[config.mk]
export PLATFORM = sky130hd
export DESIGN_NAME = uff_fifo_flow
export DESIGN_NICKNAME = d
export VERILOG_FILES = /design/src/uff_pkg.sv /design/src/uff_fifo_flow.sv
export VERILOG_INCLUDE_DIRS = /design/src
export SDC_FILE = /design/constraint.sdc
export NUM_CORES = 1
export LEC_CHECK = 0
export BUFFER_PORTS_ARGS = -buffer_cell sky130_fd_sc_hd__buf_2
export CORE_AREA = 10 10 293 323
export CTS_CLUSTER_DIAMETER = 200
export DETAILED_ROUTE_END_ITERATION = 12
export DIE_AREA = 0 0 303 333
export PLACE_DENSITY = 0.74
export SLEW_MARGIN = 20
export SYNTH_ARGS = -nofsm -noshare
export SYNTH_HDL_FRONTEND = slang
export SYNTH_SLANG_ARGS = --single-unit
[constraint.sdc]
create_clock -name core_clk_in -period 3.3 [get_ports core_clk_in]
set_input_delay 0.66 -clock core_clk_in [delete_from_list [all_inputs] [get_ports core_clk_in]]
set_output_delay 0.66 -clock core_clk_in [all_outputs]
set_load 0.1 [all_outputs]
[src/uff_consts.svh]
/*
 * Offsets, field positions, reset values and trigger levels of the FIFO and
 * flow-control block. Assumes byte addressing on APB, one 32-bit word per register.
 */
// Contract
// - Receive trigger select: 8, 16, 56, 60.
// - Transmit trigger select: 8, 16, 32, 56 spaces.
// - Transmit trigger writes need enhanced gate bit.
// - Transmit flush empties FIFO, self-clears.
// - Receive flush empties FIFO, self-clears.
// - FIFO disabled: one character, trigger one.
// - FIFO enabled: 64 characters each way.
// - FIFO control writable when divisor select clear.
// - Enhanced register needs 0xBF and special bit clear.
// - Enhanced bit 7 enables automatic CTS.
// - Enhanced bit 6 enables automatic RTS.
// - Special detect stores second pause, flags it.
// - Flow-compared second pause: dropped, both flags.
// - Enhanced bit 4 gates enhanced field writes.
// - Bits 3:2 pick transmitted flow characters.
// - Bits 1:0 pick compared flow characters.
// - Codes 1011, 0111 accept either character.
// - Codes 1111, 0011 need both characters.
// - Automatic RTS overrides software RTS bit.
`ifndef UFF_CONSTS_SVH
`define UFF_CONSTS_SVH

// ---------------------------------------------------------------------------
// Register indexes; byte address is four times the index.
// ---------------------------------------------------------------------------
`define UFF_IDX_DATA      4'h0
`define UFF_IDX_IER       4'h1
`define UFF_IDX_FCR       4'h2
`define UFF_IDX_LCR       4'h3
`define UFF_IDX_MCR       4'h4
`define UFF_IDX_XCHR_LAST 4'h7
`define UFF_IDX_SFR       4'h8
`define UFF_IDX_LEVEL     4'h9
`define UFF_ENH_KEY       8'hbf

// ---------------------------------------------------------------------------
// Field positions.
// ---------------------------------------------------------------------------
`define UFF_FCR_EN        0
`define UFF_FCR_RXRST     1
`define UFF_FCR_TXRST     2
`define UFF_LCR_DLAB      7
`define UFF_SFR_NOENH     2
`define UFF_EFR_CTS       7
`define UFF_EFR_RTS       6
`define UFF_EFR_SPECIAL   5
`define UFF_EFR_GATE      4
`define UFF_MCR_XONANY    5
`define UFF_MCR_RTS       1

// ---------------------------------------------------------------------------
// Reset values and depths.
// ---------------------------------------------------------------------------
`define UFF_RST_BYTE      8'h00
`define UFF_DEPTH         7'd64
`define UFF_SINGLE        7'd1
`define UFF_RX_TRIG0      7'd8
`define UFF_RX_TRIG1      7'd16
`define UFF_RX_TRIG2      7'd56
`define UFF_RX_TRIG3      7'd60
`define UFF_TX_TRIG0      7'd8
`define UFF_TX_TRIG1      7'd16
`define UFF_TX_TRIG2      7'd32
`define UFF_TX_TRIG3      7'd56

`endif

[src/uff_pkg.sv]
/*
 * Types shared by the FIFO and flow-control block.
 * Assumes nothing of its surroundings.
 */
package uff_pkg;

  // One character on the byte stream to or from the shift registers.
  typedef struct packed {
    logic       valid;
    logic [7:0] data;
  } uff_char_t;

  typedef enum logic [1:0] {
    FL_IDLE   = 2'b00,
    FL_FIRST  = 2'b01,
    FL_SECOND = 2'b10
  } uff_flow_state_t;

endpackage

[src/uff_fifo_flow.sv]
/*
 * Transmit and receive FIFOs, trigger levels and RTS/CTS and pause/resume flow
 * control of a UART, with an APB register slave. Assumes the shift registers sit
 * outside: they hand in received bytes and take bytes to send one at a time.
 */
`include "uff_consts.svh"

module uff_fifo_flow (
  input  wire logic              core_clk_in,   // Block clock, 250 MHz.
  input  wire logic              nrst_in,       // Asynchronous reset, active low.
  input  wire logic              psel_in,       // APB select.
  input  wire logic              penable_in,    // APB enable.
  input  wire logic              pwrite_in,     // APB direction, high for write.
  input  wire logic [7:0]        paddr_in,      // APB byte address.
  input  wire logic [31:0]       pwdata_in,     // APB write data.
  output logic      [31:0]       prdata_out,    // APB read data.
  output logic                   pready_out,    // APB ready.
  output logic                   pslverr_out,   // APB error on unmapped address.
  input  wire uff_pkg::uff_char_t rx_char_in,   // Byte from receive shift register.
  output uff_pkg::uff_char_t     tx_char_out,   // Byte offered to transmit shifter.
  input  wire logic              tx_ready_in,   // Transmit shifter takes the byte.
  input  wire logic              cts_n_in,      // Clear to send, active low.
  output logic                   rts_n_out,     // Request to send, active low.
  output logic                   rx_trig_out,   // Receive fill reached trigger.
  output logic                   tx_trig_out    // Transmit space reached trigger.
);
  import uff_pkg::*;

  // -------------------------------------------------------------------------
  // Registers.
  // -------------------------------------------------------------------------
  logic            fcr_en_ff;
  logic [1:0]      rx_sel_ff;
  logic [1:0]      tx_sel_ff;
  logic [7:0]      efr_ff;
  logic [7:0]      lcr_ff;
  logic [7:0]      mcr_ff;
  logic [7:0]      ier_ff;
  logic [7:0]      sfr_ff;
  logic [7:0]      xchr_ff [4];   // Resume first, resume second, pause first, pause second.
  logic            paused_ff;
  logic            special_ff;
  logic            xoff_int_ff;
  logic            seen_on_ff;
  logic            seen_off_ff;
  logic            hold_vld_ff;
  logic            hold_flow_ff;
  logic [7:0]      hold_dat_ff;
  logic            sent_off_ff;
  logic            rts_n_ff;
  logic            rx_trig_ff;
  logic            tx_trig_ff;
  logic [31:0]     prdata_ff;
  uff_flow_state_t fl_state_ff;
  uff_flow_state_t nxt_fl_state;

  // -------------------------------------------------------------------------
  // APB decode.
  // -------------------------------------------------------------------------
  wire logic [3:0] idx      = paddr_in[5:2];
  wire logic       mapped   = (paddr_in[1:0] == 2'b00) && (paddr_in[7:6] == 2'b00)
                              && (idx <= `UFF_IDX_LEVEL);
  wire logic       setup    = psel_in & ~penable_in;
  wire logic       acc      = psel_in & penable_in & mapped;
  wire logic       wr       = acc & pwrite_in;
  wire logic       rd       = acc & ~pwrite_in;
  wire logic       dlab     = lcr_ff[`UFF_LCR_DLAB];
  wire logic       efr_sel  = (lcr_ff == `UFF_ENH_KEY) && !sfr_ff[`UFF_SFR_NOENH];
  wire logic       gate     = efr_ff[`UFF_EFR_GATE];
  wire logic       xchr_sel = efr_sel && (idx >= `UFF_IDX_MCR) && (idx <= `UFF_IDX_XCHR_LAST);
  wire logic [1:0] xchr_idx = 2'(idx - `UFF_IDX_MCR);
  wire logic       wr_thr   = wr && (idx == `UFF_IDX_DATA) && !dlab;
  wire logic       rd_rhr   = rd && (idx == `UFF_IDX_DATA) && !dlab;
  wire logic       wr_efr   = wr && (idx == `UFF_IDX_FCR) && efr_sel;
  wire logic       wr_fcr   = wr && (idx == `UFF_IDX_FCR) && !dlab;
  wire logic       rd_iir   = rd && (idx == `UFF_IDX_FCR) && !dlab;
  wire logic       fcr_on   = pwdata_in[`UFF_FCR_EN];

  // Toggling the FIFO mode flushes both sides so stale levels never leak across.
  wire logic       flush_tx = wr_fcr && (fcr_on ? (pwdata_in[`UFF_FCR_TXRST] || !fcr_en_ff)
                                                 : fcr_en_ff);
  wire logic       flush_rx = wr_fcr && (fcr_on ? (pwdata_in[`UFF_FCR_RXRST] || !fcr_en_ff)
                                                 : fcr_en_ff);

  // -------------------------------------------------------------------------
  // The two FIFOs: entry 0 transmit, entry 1 receive.
  // -------------------------------------------------------------------------
  logic [6:0] cnt  [2];
  logic [7:0] head [2];
  logic       push [2];
  logic       pop  [2];
  logic       flush[2];
  logic [7:0] din  [2];
  // With the FIFOs off each side holds one character and triggers at one.
  wire logic [6:0] cap = fcr_en_ff ? `UFF_DEPTH : `UFF_SINGLE;

  genvar g;
  generate
    for (g = 0; g < 2; g++) begin : g_fifo
      // Storage has no reset: the count alone says which entries hold data.
      logic [7:0] mem [64];
      logic [5:0] wptr_ff;
      logic [5:0] rptr_ff;
      logic [6:0] cnt_ff;
      wire  logic do_push = push[g] && (cnt_ff < cap);
      wire  logic do_pop  = pop[g] && (cnt_ff != 7'd0);
      assign cnt[g]  = cnt_ff;
      assign head[g] = mem[rptr_ff];
      always_ff @(posedge core_clk_in) begin
        if (do_push && !flush[g]) begin
          mem[wptr_ff] <= din[g];
        end
      end
      always_ff @(posedge core_clk_in or negedge nrst_in) begin
        if (!nrst_in) begin
          wptr_ff <= 6'h00;
          rptr_ff <= 6'h00;
          cnt_ff  <= 7'h00;
        end else if (flush[g]) begin
          wptr_ff <= 6'h00;
          rptr_ff <= 6'h00;
          cnt_ff  <= 7'h00;
        end else begin
          wptr_ff <= wptr_ff + 6'(do_push);
          rptr_ff <= rptr_ff + 6'(do_pop);
          cnt_ff  <= cnt_ff + 7'(do_push) - 7'(do_pop);
        end
      end
    end
  endgenerate

  // -------------------------------------------------------------------------
  // Trigger levels.
  // -------------------------------------------------------------------------
  wire logic [6:0] rx_lvl = (rx_sel_ff == 2'b00) ? `UFF_RX_TRIG0 :
                            (rx_sel_ff == 2'b01) ? `UFF_RX_TRIG1 :
                            (rx_sel_ff == 2'b10) ? `UFF_RX_TRIG2 : `UFF_RX_TRIG3;
  wire logic [6:0] tx_lvl = (tx_sel_ff == 2'b00) ? `UFF_TX_TRIG0 :
                            (tx_sel_ff == 2'b01) ? `UFF_TX_TRIG1 :
                            (tx_sel_ff == 2'b10) ? `UFF_TX_TRIG2 : `UFF_TX_TRIG3;
  wire logic [6:0] rx_trg = fcr_en_ff ? rx_lvl : `UFF_SINGLE;
  wire logic [6:0] tx_trg = fcr_en_ff ? tx_lvl : `UFF_SINGLE;

  wire logic [6:0] tx_free = cap - cnt[0];
  wire logic       rx_met  = cnt[1] >= rx_trg;
  wire logic       tx_met  = tx_free >= tx_trg;

  // -------------------------------------------------------------------------
  // Receive side: flow character matching.
  // -------------------------------------------------------------------------
  wire logic [1:0] rxm    = efr_ff[1:0];
  wire logic [1:0] txm    = efr_ff[3:2];
  wire logic       rvld   = rx_char_in.valid;
  wire logic [7:0] rch    = rx_char_in.data;
  wire logic       is_on1 = rch == xchr_ff[0];
  wire logic       is_on2 = rch == xchr_ff[1];
  wire logic       is_of1 = rch == xchr_ff[2];
  wire logic       is_of2 = rch == xchr_ff[3];
  // Codes 1011 and 0111 take either character; 1111 and 0011 need the pair in order.
  wire logic       either = (rxm == 2'b11) && (txm == 2'b10 || txm == 2'b01);
  wire logic       dbl    = (rxm == 2'b11) && !either;
  wire logic       m_on   = rvld && (((rxm == 2'b10) && is_on1) || ((rxm == 2'b01) && is_on2)
                            || (either && (is_on1 || is_on2))
                            || (dbl && seen_on_ff && is_on2));
  wire logic       m_off  = rvld && (((rxm == 2'b10) && is_of1) || ((rxm == 2'b01) && is_of2)
                            || (either && (is_of1 || is_of2))
                            || (dbl && seen_off_ff && is_of2));
  wire logic       m_spec = rvld && efr_ff[`UFF_EFR_SPECIAL] && is_of2;
  // Resume-on-any reopens the transmitter on any received byte except a pause.
  wire logic       xonany = rvld && mcr_ff[`UFF_MCR_XONANY];

  assign push[1]  = rvld && !m_on && !m_off;
  assign din[1]   = rch;
  assign pop[1]   = rd_rhr;
  assign flush[1] = flush_rx;

  // -------------------------------------------------------------------------
  // Transmit side: holding stage, flow characters and CTS gating.
  // -------------------------------------------------------------------------
  wire logic       cts_blk  = efr_ff[`UFF_EFR_CTS] && cts_n_in;
  wire logic       tx_vld   = hold_vld_ff && !cts_blk && (hold_flow_ff || !paused_ff);
  // A byte already taken by the shifter always finishes; CTS only stops the next offer.
  wire logic       tx_take  = tx_vld && tx_ready_in;
  wire logic       hold_fr  = !hold_vld_ff || tx_take;
  wire logic       fl_load  = (fl_state_ff != FL_IDLE) && hold_fr;
  wire logic       fl_start = (fl_state_ff == FL_IDLE) && (txm != 2'b00)
                              && (rx_met != sent_off_ff);
  wire logic       dt_load  = (fl_state_ff == FL_IDLE) && hold_fr && (cnt[0] != 7'd0)
                              && !paused_ff && !cts_blk;
  wire logic [1:0] fl_pick  = {sent_off_ff, fl_state_ff == FL_SECOND};
  wire logic [7:0] fl_char  = xchr_ff[fl_pick];

  assign push[0]  = wr_thr;
  assign din[0]   = pwdata_in[7:0];
  assign pop[0]   = dt_load;
  assign flush[0] = flush_tx;
  assign tx_char_out = '{valid: tx_vld, data: hold_dat_ff};

  always_comb begin
    nxt_fl_state = fl_state_ff;
    case (fl_state_ff)
      FL_IDLE: begin
        if (fl_start) begin
          nxt_fl_state = txm[1] ? FL_FIRST : FL_SECOND;
        end
      end
      FL_FIRST: begin
        if (fl_load) begin
          nxt_fl_state = txm[0] ? FL_SECOND : FL_IDLE;
        end
      end
      FL_SECOND: begin
        if (fl_load) begin
          nxt_fl_state = FL_IDLE;
        end
      end
      default: begin
        nxt_fl_state = FL_IDLE;
      end
    endcase
  end

  // -------------------------------------------------------------------------
  // Read data, prepared in the setup cycle so the access phase needs no wait.
  // -------------------------------------------------------------------------
  wire logic       int_pend = special_ff || xoff_int_ff;
  wire logic [7:0] iir_val  = {{2{fcr_en_ff}}, 1'b0, int_pend, 3'b000, !int_pend};
  wire logic [31:0] level_val = {9'h000, cnt[1], 5'h00, rx_met, tx_met, paused_ff,
                                 1'b0, cnt[0]};
  // Unmapped or misaligned reads still load this word; only the error flag marks them.
  logic [31:0] rd_val;
  always_comb begin
    rd_val = 32'h0000_0000;
    if (idx == `UFF_IDX_DATA) begin
      rd_val = dlab ? 32'h0000_0000 : {24'h000000, head[1]};
    end else if (idx == `UFF_IDX_IER) begin
      rd_val = dlab ? 32'h0000_0000 : {24'h000000, ier_ff};
    end else if (idx == `UFF_IDX_FCR) begin
      rd_val = efr_sel ? {24'h000000, efr_ff} : dlab ? 32'h0000_0000 : {24'h000000, iir_val};
    end else if (idx == `UFF_IDX_LCR) begin
      rd_val = {24'h000000, lcr_ff};
    end else if (xchr_sel) begin
      rd_val = {24'h000000, xchr_ff[xchr_idx]};
    end else if ((idx == `UFF_IDX_MCR) && !dlab) begin
      rd_val = {24'h000000, mcr_ff};
    end else if (idx == `UFF_IDX_SFR) begin
      rd_val = {24'h000000, sfr_ff};
    end else if (idx == `UFF_IDX_LEVEL) begin
      rd_val = level_val;
    end
  end

  // Zero wait states: every register is ready in the access phase.
  assign prdata_out  = prdata_ff;
  assign pready_out  = 1'b1;
  assign pslverr_out = psel_in && penable_in && !mapped;
  assign rts_n_out   = rts_n_ff;
  assign rx_trig_out = rx_trig_ff;
  assign tx_trig_out = tx_trig_ff;

  // -------------------------------------------------------------------------
  // Control and configuration registers.
  // -------------------------------------------------------------------------
  always_ff @(posedge core_clk_in or negedge nrst_in) begin
    if (!nrst_in) begin
      fcr_en_ff <= 1'b0;
      rx_sel_ff <= 2'b00;
      tx_sel_ff <= 2'b00;
      efr_ff    <= `UFF_RST_BYTE;
      lcr_ff    <= `UFF_RST_BYTE;
      mcr_ff    <= `UFF_RST_BYTE;
      ier_ff    <= `UFF_RST_BYTE;
      sfr_ff    <= `UFF_RST_BYTE;
      for (int i = 0; i < 4; i++) begin
        xchr_ff[i] <= `UFF_RST_BYTE;
      end
    end else if (wr) begin
      if (wr_efr) begin
        efr_ff <= pwdata_in[7:0];
      end else if (wr_fcr) begin
        fcr_en_ff <= fcr_on;
        if (fcr_on) begin
          rx_sel_ff <= pwdata_in[7:6];
          if (gate) begin
            tx_sel_ff <= pwdata_in[5:4];
          end
        end
      end
      if ((idx == `UFF_IDX_IER) && !dlab) begin
        ier_ff <= {gate ? pwdata_in[7:4] : ier_ff[7:4], pwdata_in[3:0]};
      end
      if (idx == `UFF_IDX_LCR) begin
        lcr_ff <= pwdata_in[7:0];
      end
      if (xchr_sel) begin
        xchr_ff[xchr_idx] <= pwdata_in[7:0];
      end else if ((idx == `UFF_IDX_MCR) && !dlab) begin
        mcr_ff <= {gate ? pwdata_in[7:5] : mcr_ff[7:5], pwdata_in[4:0]};
      end
      if (idx == `UFF_IDX_SFR) begin
        sfr_ff <= pwdata_in[7:0];
      end
    end
  end

  // -------------------------------------------------------------------------
  // Flow state, flags and the transmit holding stage.
  // -------------------------------------------------------------------------
  always_ff @(posedge core_clk_in or negedge nrst_in) begin
    if (!nrst_in) begin
      paused_ff    <= 1'b0;
      special_ff   <= 1'b0;
      xoff_int_ff  <= 1'b0;
      seen_on_ff   <= 1'b0;
      seen_off_ff  <= 1'b0;
      sent_off_ff  <= 1'b0;
      fl_state_ff  <= FL_IDLE;
      hold_vld_ff  <= 1'b0;
      hold_flow_ff <= 1'b0;
      hold_dat_ff  <= `UFF_RST_BYTE;
    end else begin
      // A pause wins over a resume-by-any-character arriving with it.
      if (m_off) begin
        paused_ff <= 1'b1;
      end else if (m_on || xonany) begin
        paused_ff <= 1'b0;
      end
      // Flags set in the cycle of the clearing read stay set.
      special_ff  <= m_spec || (special_ff && !rd_iir);
      xoff_int_ff <= m_off || (xoff_int_ff && !rd_iir);
      if (rvld) begin
        seen_on_ff  <= dbl && is_on1;
        seen_off_ff <= dbl && is_of1;
      end
      if (fl_start) begin
        sent_off_ff <= rx_met;
      end
      fl_state_ff <= nxt_fl_state;
      if (fl_load) begin
        hold_vld_ff  <= 1'b1;
        hold_flow_ff <= 1'b1;
        hold_dat_ff  <= fl_char;
      end else if (dt_load) begin
        hold_vld_ff  <= 1'b1;
        hold_flow_ff <= 1'b0;
        hold_dat_ff  <= head[0];
      end else if (tx_take) begin
        hold_vld_ff <= 1'b0;
      end
    end
  end

  // -------------------------------------------------------------------------
  // Registered outputs and read data.
  // -------------------------------------------------------------------------
  always_ff @(posedge core_clk_in or negedge nrst_in) begin
    if (!nrst_in) begin
      rts_n_ff   <= 1'b1;
      rx_trig_ff <= 1'b0;
      tx_trig_ff <= 1'b0;
      prdata_ff  <= 32'h0000_0000;
    end else begin
      rts_n_ff   <= efr_ff[`UFF_EFR_RTS] ? rx_met : !mcr_ff[`UFF_MCR_RTS];
      rx_trig_ff <= rx_met;
      tx_trig_ff <= tx_met;
      if (setup) begin
        prdata_ff <= rd_val;
      end
    end
  end

endmodule

# Yosys cells after proc, flatten, opt, wreduce, memory -nomap -nowiden
# Memory sizes are Yosys's and may differ from the RTL's.
# Cells that the tools add are included.
# word_totals
reg_bits	168
ram_bits	1024
input_bits	56
output_inout_bits	46
elab_cells	269
memories	2
# mem_list
memory	depth	word_bits	rd	rd_ports_with_merged_regs	wr	line	text
g_fifo[0].mem	64	8	1	0	1	uff_fifo_flow.sv:101	logic [7:0] mem [64];
g_fifo[1].mem	64	8	1	0	1	uff_fifo_flow.sv:101	
# classes
add_sub_neg	10
magnitude_cmp	10
eq_ne	26
muxes	58
n_bitwise	11
reduce_logical	118
# ops
cell	n
$mux 23	8
$mux 8	11
$logic_and 1x1->1	61
$mux 6	10
$bmux 8 s2	2
$bwmux 32	1
$eq 8x8->1	4
$add 6x1->6	4
$mux 7	3
$logic_or 1x1->1	17
$demux 8 s2	1
$logic_not 1->1	15
$add 7x1->7	2
$ge 7x6->1	2
$lt 7x7->1	2
$mux 1	14
$reduce_bool 7->1	2
$sub 7x1->7	2
$eq 2x2->1 const B	6
$reduce_and 3->1	4
$eq 2x1->1 const B	5
$logic_not 2->1	5
$mux 2	5
$reduce_and 2->1	5
other kinds (25)	42

# Depth between registers and ports, before layout
# depth
word_depth	16
depth_mapped	19
ltp_nobuf	19

# Worst setup path before layout
# No wires, ideal clock.
# synth_timing
kind	input to output
from	in paddr_in[4]
to	out pslverr_out
t_arrival_ns	3.282
required_time_ns	2.640
path_slack_ns	-0.642
stages	3
path_buffers	1
path_cell_list	clkbuf_1 o21ai_0 a21boi_0
# synth_via
elab_chain_cells	4
# synth_lines
item	line	text
start: declaration	uff_fifo_flow.sv:14	input wire logic [7:0] paddr_in,
$le 4x4->1 (no line)	--	
$logic_and 1x1->1	uff_fifo_flow.sv:61	wire logic mapped = (paddr_in[1:0] == 2'b00) && (paddr_in[7:6] == 2'b00)
$logic_not 1->1	uff_fifo_flow.sv:256	assign pslverr_out = psel_in && penable_in && !mapped;
$logic_and 1x1->1	uff_fifo_flow.sv:256	
end: declaration	uff_fifo_flow.sv:18	output logic pslverr_out,
# Every way passes these cells.

# Worst setup path in the final report
# layout_timing
from	reg g_fifo[1].rptr_ff[1]
to	reg prdata_ff[0] (netlist: prdata_out[0])
# layout_via
elab_chain_cells	3
# layout_lines
item	line	text
start: declaration	uff_fifo_flow.sv:103	logic [5:0] rptr_ff;
start signal: assignment	uff_fifo_flow.sv:125	rptr_ff <= rptr_ff + 6'(do_pop);
$mem_v2 64x8	--	
$mux 8	uff_fifo_flow.sv:235	rd_val = dlab ? 32'h0000_0000 : {24'h000000, head[1]};
$mux 23	uff_fifo_flow.sv:234	if (idx == `UFF_IDX_DATA) begin
end signal: assignment	uff_fifo_flow.sv:367	prdata_ff <= rd_val;
end: declaration	uff_fifo_flow.sv:53	logic [31:0] prdata_ff;
# Every way passes these cells.
# A chain may end at the register's enable or synchronous reset.

==> out/qor.txt <==
Leak: 0.0190 uW
Reg2Reg Depth: 7
Clock Tree Root: clkbuf_16
Antenna Violating Nets Remaining: 0
CP startpoint kind: flip-flop
# setup viols final: 0
Crit path largest cell delay: 0.63 ns
pwr dens: 654 nW/um^2
area occupied by multi-input gates: 13600 sq um
share of cells above drive strength 1: 0.292
CP max-delay cell: a32oi_1
Die H: 333 microns
die area: 101000 sq um
final hold violations: 0
total iterations of the first detailed-routing run: 9
Seq. cell area: 34600 sq um
register bit total from synthesis: 1178
Area contributors post-synth: edfxtp_1 63%, mux4_2 11%, dfrtp_1 7.9%
total clock sinks: 1178
Max rail drop VDD: 0.581 mV
largest net degree at the start of global routing: 65
main flop type after synthesis: edfxtp_1
Slew Limit Fails: 0
Reg clk slew, reported paths: 0.06 ns
Core Util, Final: 0.639
worst-path cell chain: buf_4 > nand2b_1 > nor2_1 > or4_1 > a32oi_1 > a21oi_1 > o32a_1
GRT overflow: 0
Worst Clk Skew: 0.0367 ns
Worst Tran Pin Value: 1.14 ns
Tot GR Track Use: 0.229
Max Buffers Root-to-Sink: 3
grt peak-use layer: met2
Max-Cap Viols: 0
Layout Nets: 3119
Fmax: 308 MHz
Reg-to-Reg End: prdata_out[0]
Final Routed Wirelength: 116000 microns
chip width: 303 microns
initial antenna violation count: 2
Tmin final: 3.25 ns
initial DRC count: 2917
HP Start: rx_char_in[3]
met1 usage in global routing: 0.301
Buffers on Ports: 62
Synth top area share: 0.631
Worst Hold Slack: 0.340 ns
Ports: 102
status: finished, final reports clean
routability-driven placement congestion ratio: 0.914
worst endpoint required time: 3.87 ns
Ys Warns: 0
setup TNS: 0 ns
GRT met2 Usage: 0.373
core region area: 87600 sq um
Hold Path Stages: 2
synthesized cell area: 48700 sq um
CP Class: flip-flop to flip-flop
RSZ-0062 raised after global routing: true
Critical Path AT: 3.81 ns
M3 GR Usage: 0.0442
Async S/R FF share, synth: 0.131
Worst Path Max Fanout: 21
Slew HR: 0.232
Syn Area/Cell: 17.9 sq um
distinct cell type count after synthesis: 74
worst hold-check path type: primary input to flip-flop
DR vias: 26.8k
area leader, netlist: edfxtp_1
site row count: 114
Period Utilization, post-route: 0.984
CTS tree: built
critical path capture point type: flip-flop
Inserted Clock Buffers: 109
H-tree levels: 3
vias in the first global route: 27.3k
reg2reg start: g_fifo[1].rptr_ff[1]
vias per cell: 6.29
Hold EP: g_fifo[1].mem[39][3]
Post-synth EDFFs: 1024
fill count: 5848
WL per Instance: 27.3 microns
cell family with the largest share of critical-path delay: compound AO/OA/AOI/OAI gates
Starting Density: 0.556
Gate Count Post-Synth: 2728
first-pass GRT wire length: 175000 microns
P&R area growth vs syn: 15.0%
internal reg-to-reg setup slack: 0.05 ns
WP buf/inv: 1
final routed DRC violation total: 0
Seq/Total Area, Yosys: 0.711
post-detail-place hpwl: 76400 microns
Clock Latency Late Sink: 0.69 ns
## power breakdown
part           switching [uW]  internal, uW  leakage [uW]
combinational            4170          2980       0.00603
clock                    5380          7060       0.00171
sequential                418         16600        0.0112
## metrics by stage
stage	setup slack (ns)	power [uW]	instance area, sq um	instances
after floorplan	0.0515	21900	48800	2741
after global placement	-0.465	23800	52000	4049
after detailed placement	-0.567	24100	52000	4049
after CTS	0.00254	36500	55600	4255
after global routing	-0.00573	37800	56000	4264
final	0.0535	36600	56000	4265
## flip-flops by register name, summed over array words and instances, names as in the netlist, 2 cells and up
signal and count:
efr_ff 8, fl_state_ff 2, g_fifo.cnt_ff 14, g_fifo.mem 1024, g_fifo.rptr_ff 12, g_fifo.wptr_ff 12, hold_dat_ff 8, ier_ff 8
lcr_ff 8, mcr_ff 8, prdata_out 18, rx_sel_ff 2, sfr_ff 8, tx_sel_ff 2, xchr_ff 32
## synthesized netlist by cell type (45+ instances only)
library cell  instances
ha_1                 47
mux2_2               75
nor3_1               93
nor2_1              143
edfxtp_1           1024
dfrtp_1             153
mux4_2              238
clkbuf_1             67
mux2i_1             121
nand2_1              96
a21oi_1              45
o21ai_0              69
## cell type report
class,instances,area share
Tap cell,1160,0.0259
Sequential cell,1178,0.618
Clock inverter,66,0.0121
Antenna cell,1,0.0000447
Timing Repair Buffer,330,0.0474
Multi-Input combinational cell,1351,0.242
Clock buffer,135,0.0508
Inverter,44,0.00299
## worst reg2reg max path, delay by kind of cell (launching register included)
kind            cells  cell delay (ns)
simple gates        3             0.97
buf+inv             1             0.30
flops               1             0.60
compound gates      3             1.26
## how the worst max path moves through the flow
stage                    startpoint             endpoint  slack, ns  cells after the start
2_1_floorplan           paddr_in[1]  g_fifo[0].cnt_ff[6]       0.05                     15
3_3_place_gp          rx_char_in[5]  g_fifo[1].cnt_ff[6]      -0.47                     19
3_5_place_dp          rx_char_in[7]  g_fifo[1].mem[0][0]      -0.57                     12
4_1_cts                   efr_ff[3]  g_fifo[1].cnt_ff[6]      0.003                     19
5_1_grt                   fcr_en_ff  g_fifo[0].cnt_ff[6]     -0.006                     17
6_report       g_fifo[1].rptr_ff[1]        prdata_out[0]       0.05                      7
## routing by layer
| layer | part of all wire | vias to the layer above |
|---|---|---|
| met5 | 0 | - |
| met4 | 0.045 | 0 |
| met1 | 0.38 | 13800 |
| met2 | 0.49 | 1334 |
| li1 | - | 11400 |
| met3 | 0.086 | 276 |
## logic make-up after synthesis
family,after synthesis,share of synthesized area
AOI/OAI and AO/OA,299,0.0417
and+or+nand+nor,487,0.0502
buffers and inverters,212,0.0202
other,2,0.000154
xor gates and xnor gates,67,0.0120
adders and majority gates,49,0.0129
DFF,1178,0.711
muxes,434,0.152
## placed cells by master (no fill, tap or decap), types with 15 or more instances in the layout
cell type,count
dfrtp_1,145
nor2b_1,30
xor2_1,27
conb_1,15
xnor2_1,40
mux2i_1,121
ha_1,37
mux4_2,238
nand2_1,95
mux2_2,75
buf_4,241
buf_2,61
nor3_2,36
nor2_1,143
nand3_1,24
buf_12,25
a211oi_1,15
o22ai_1,32
edfxtp_1,1024
clkbuf_1,24
a22oi_1,31
clkinv_2,19
clkbuf_16,109
a21oi_1,42
o21ai_0,66
nor3_1,56
clkinv_1,23
inv_1,33
a22o_1,22
## what timing repair did
item | 4_1_cts | 5_1_grt
hold endpoints to repair | 61 | 0
endpoints found under the setup margin | 179 | 21
hold buffers | 1 | 0
buffers inserted | 5 | 9
gates resized for setup | 18 | 35
pin swaps | 15 | 23
Note: power is estimated with default switching activity, not from simulation.
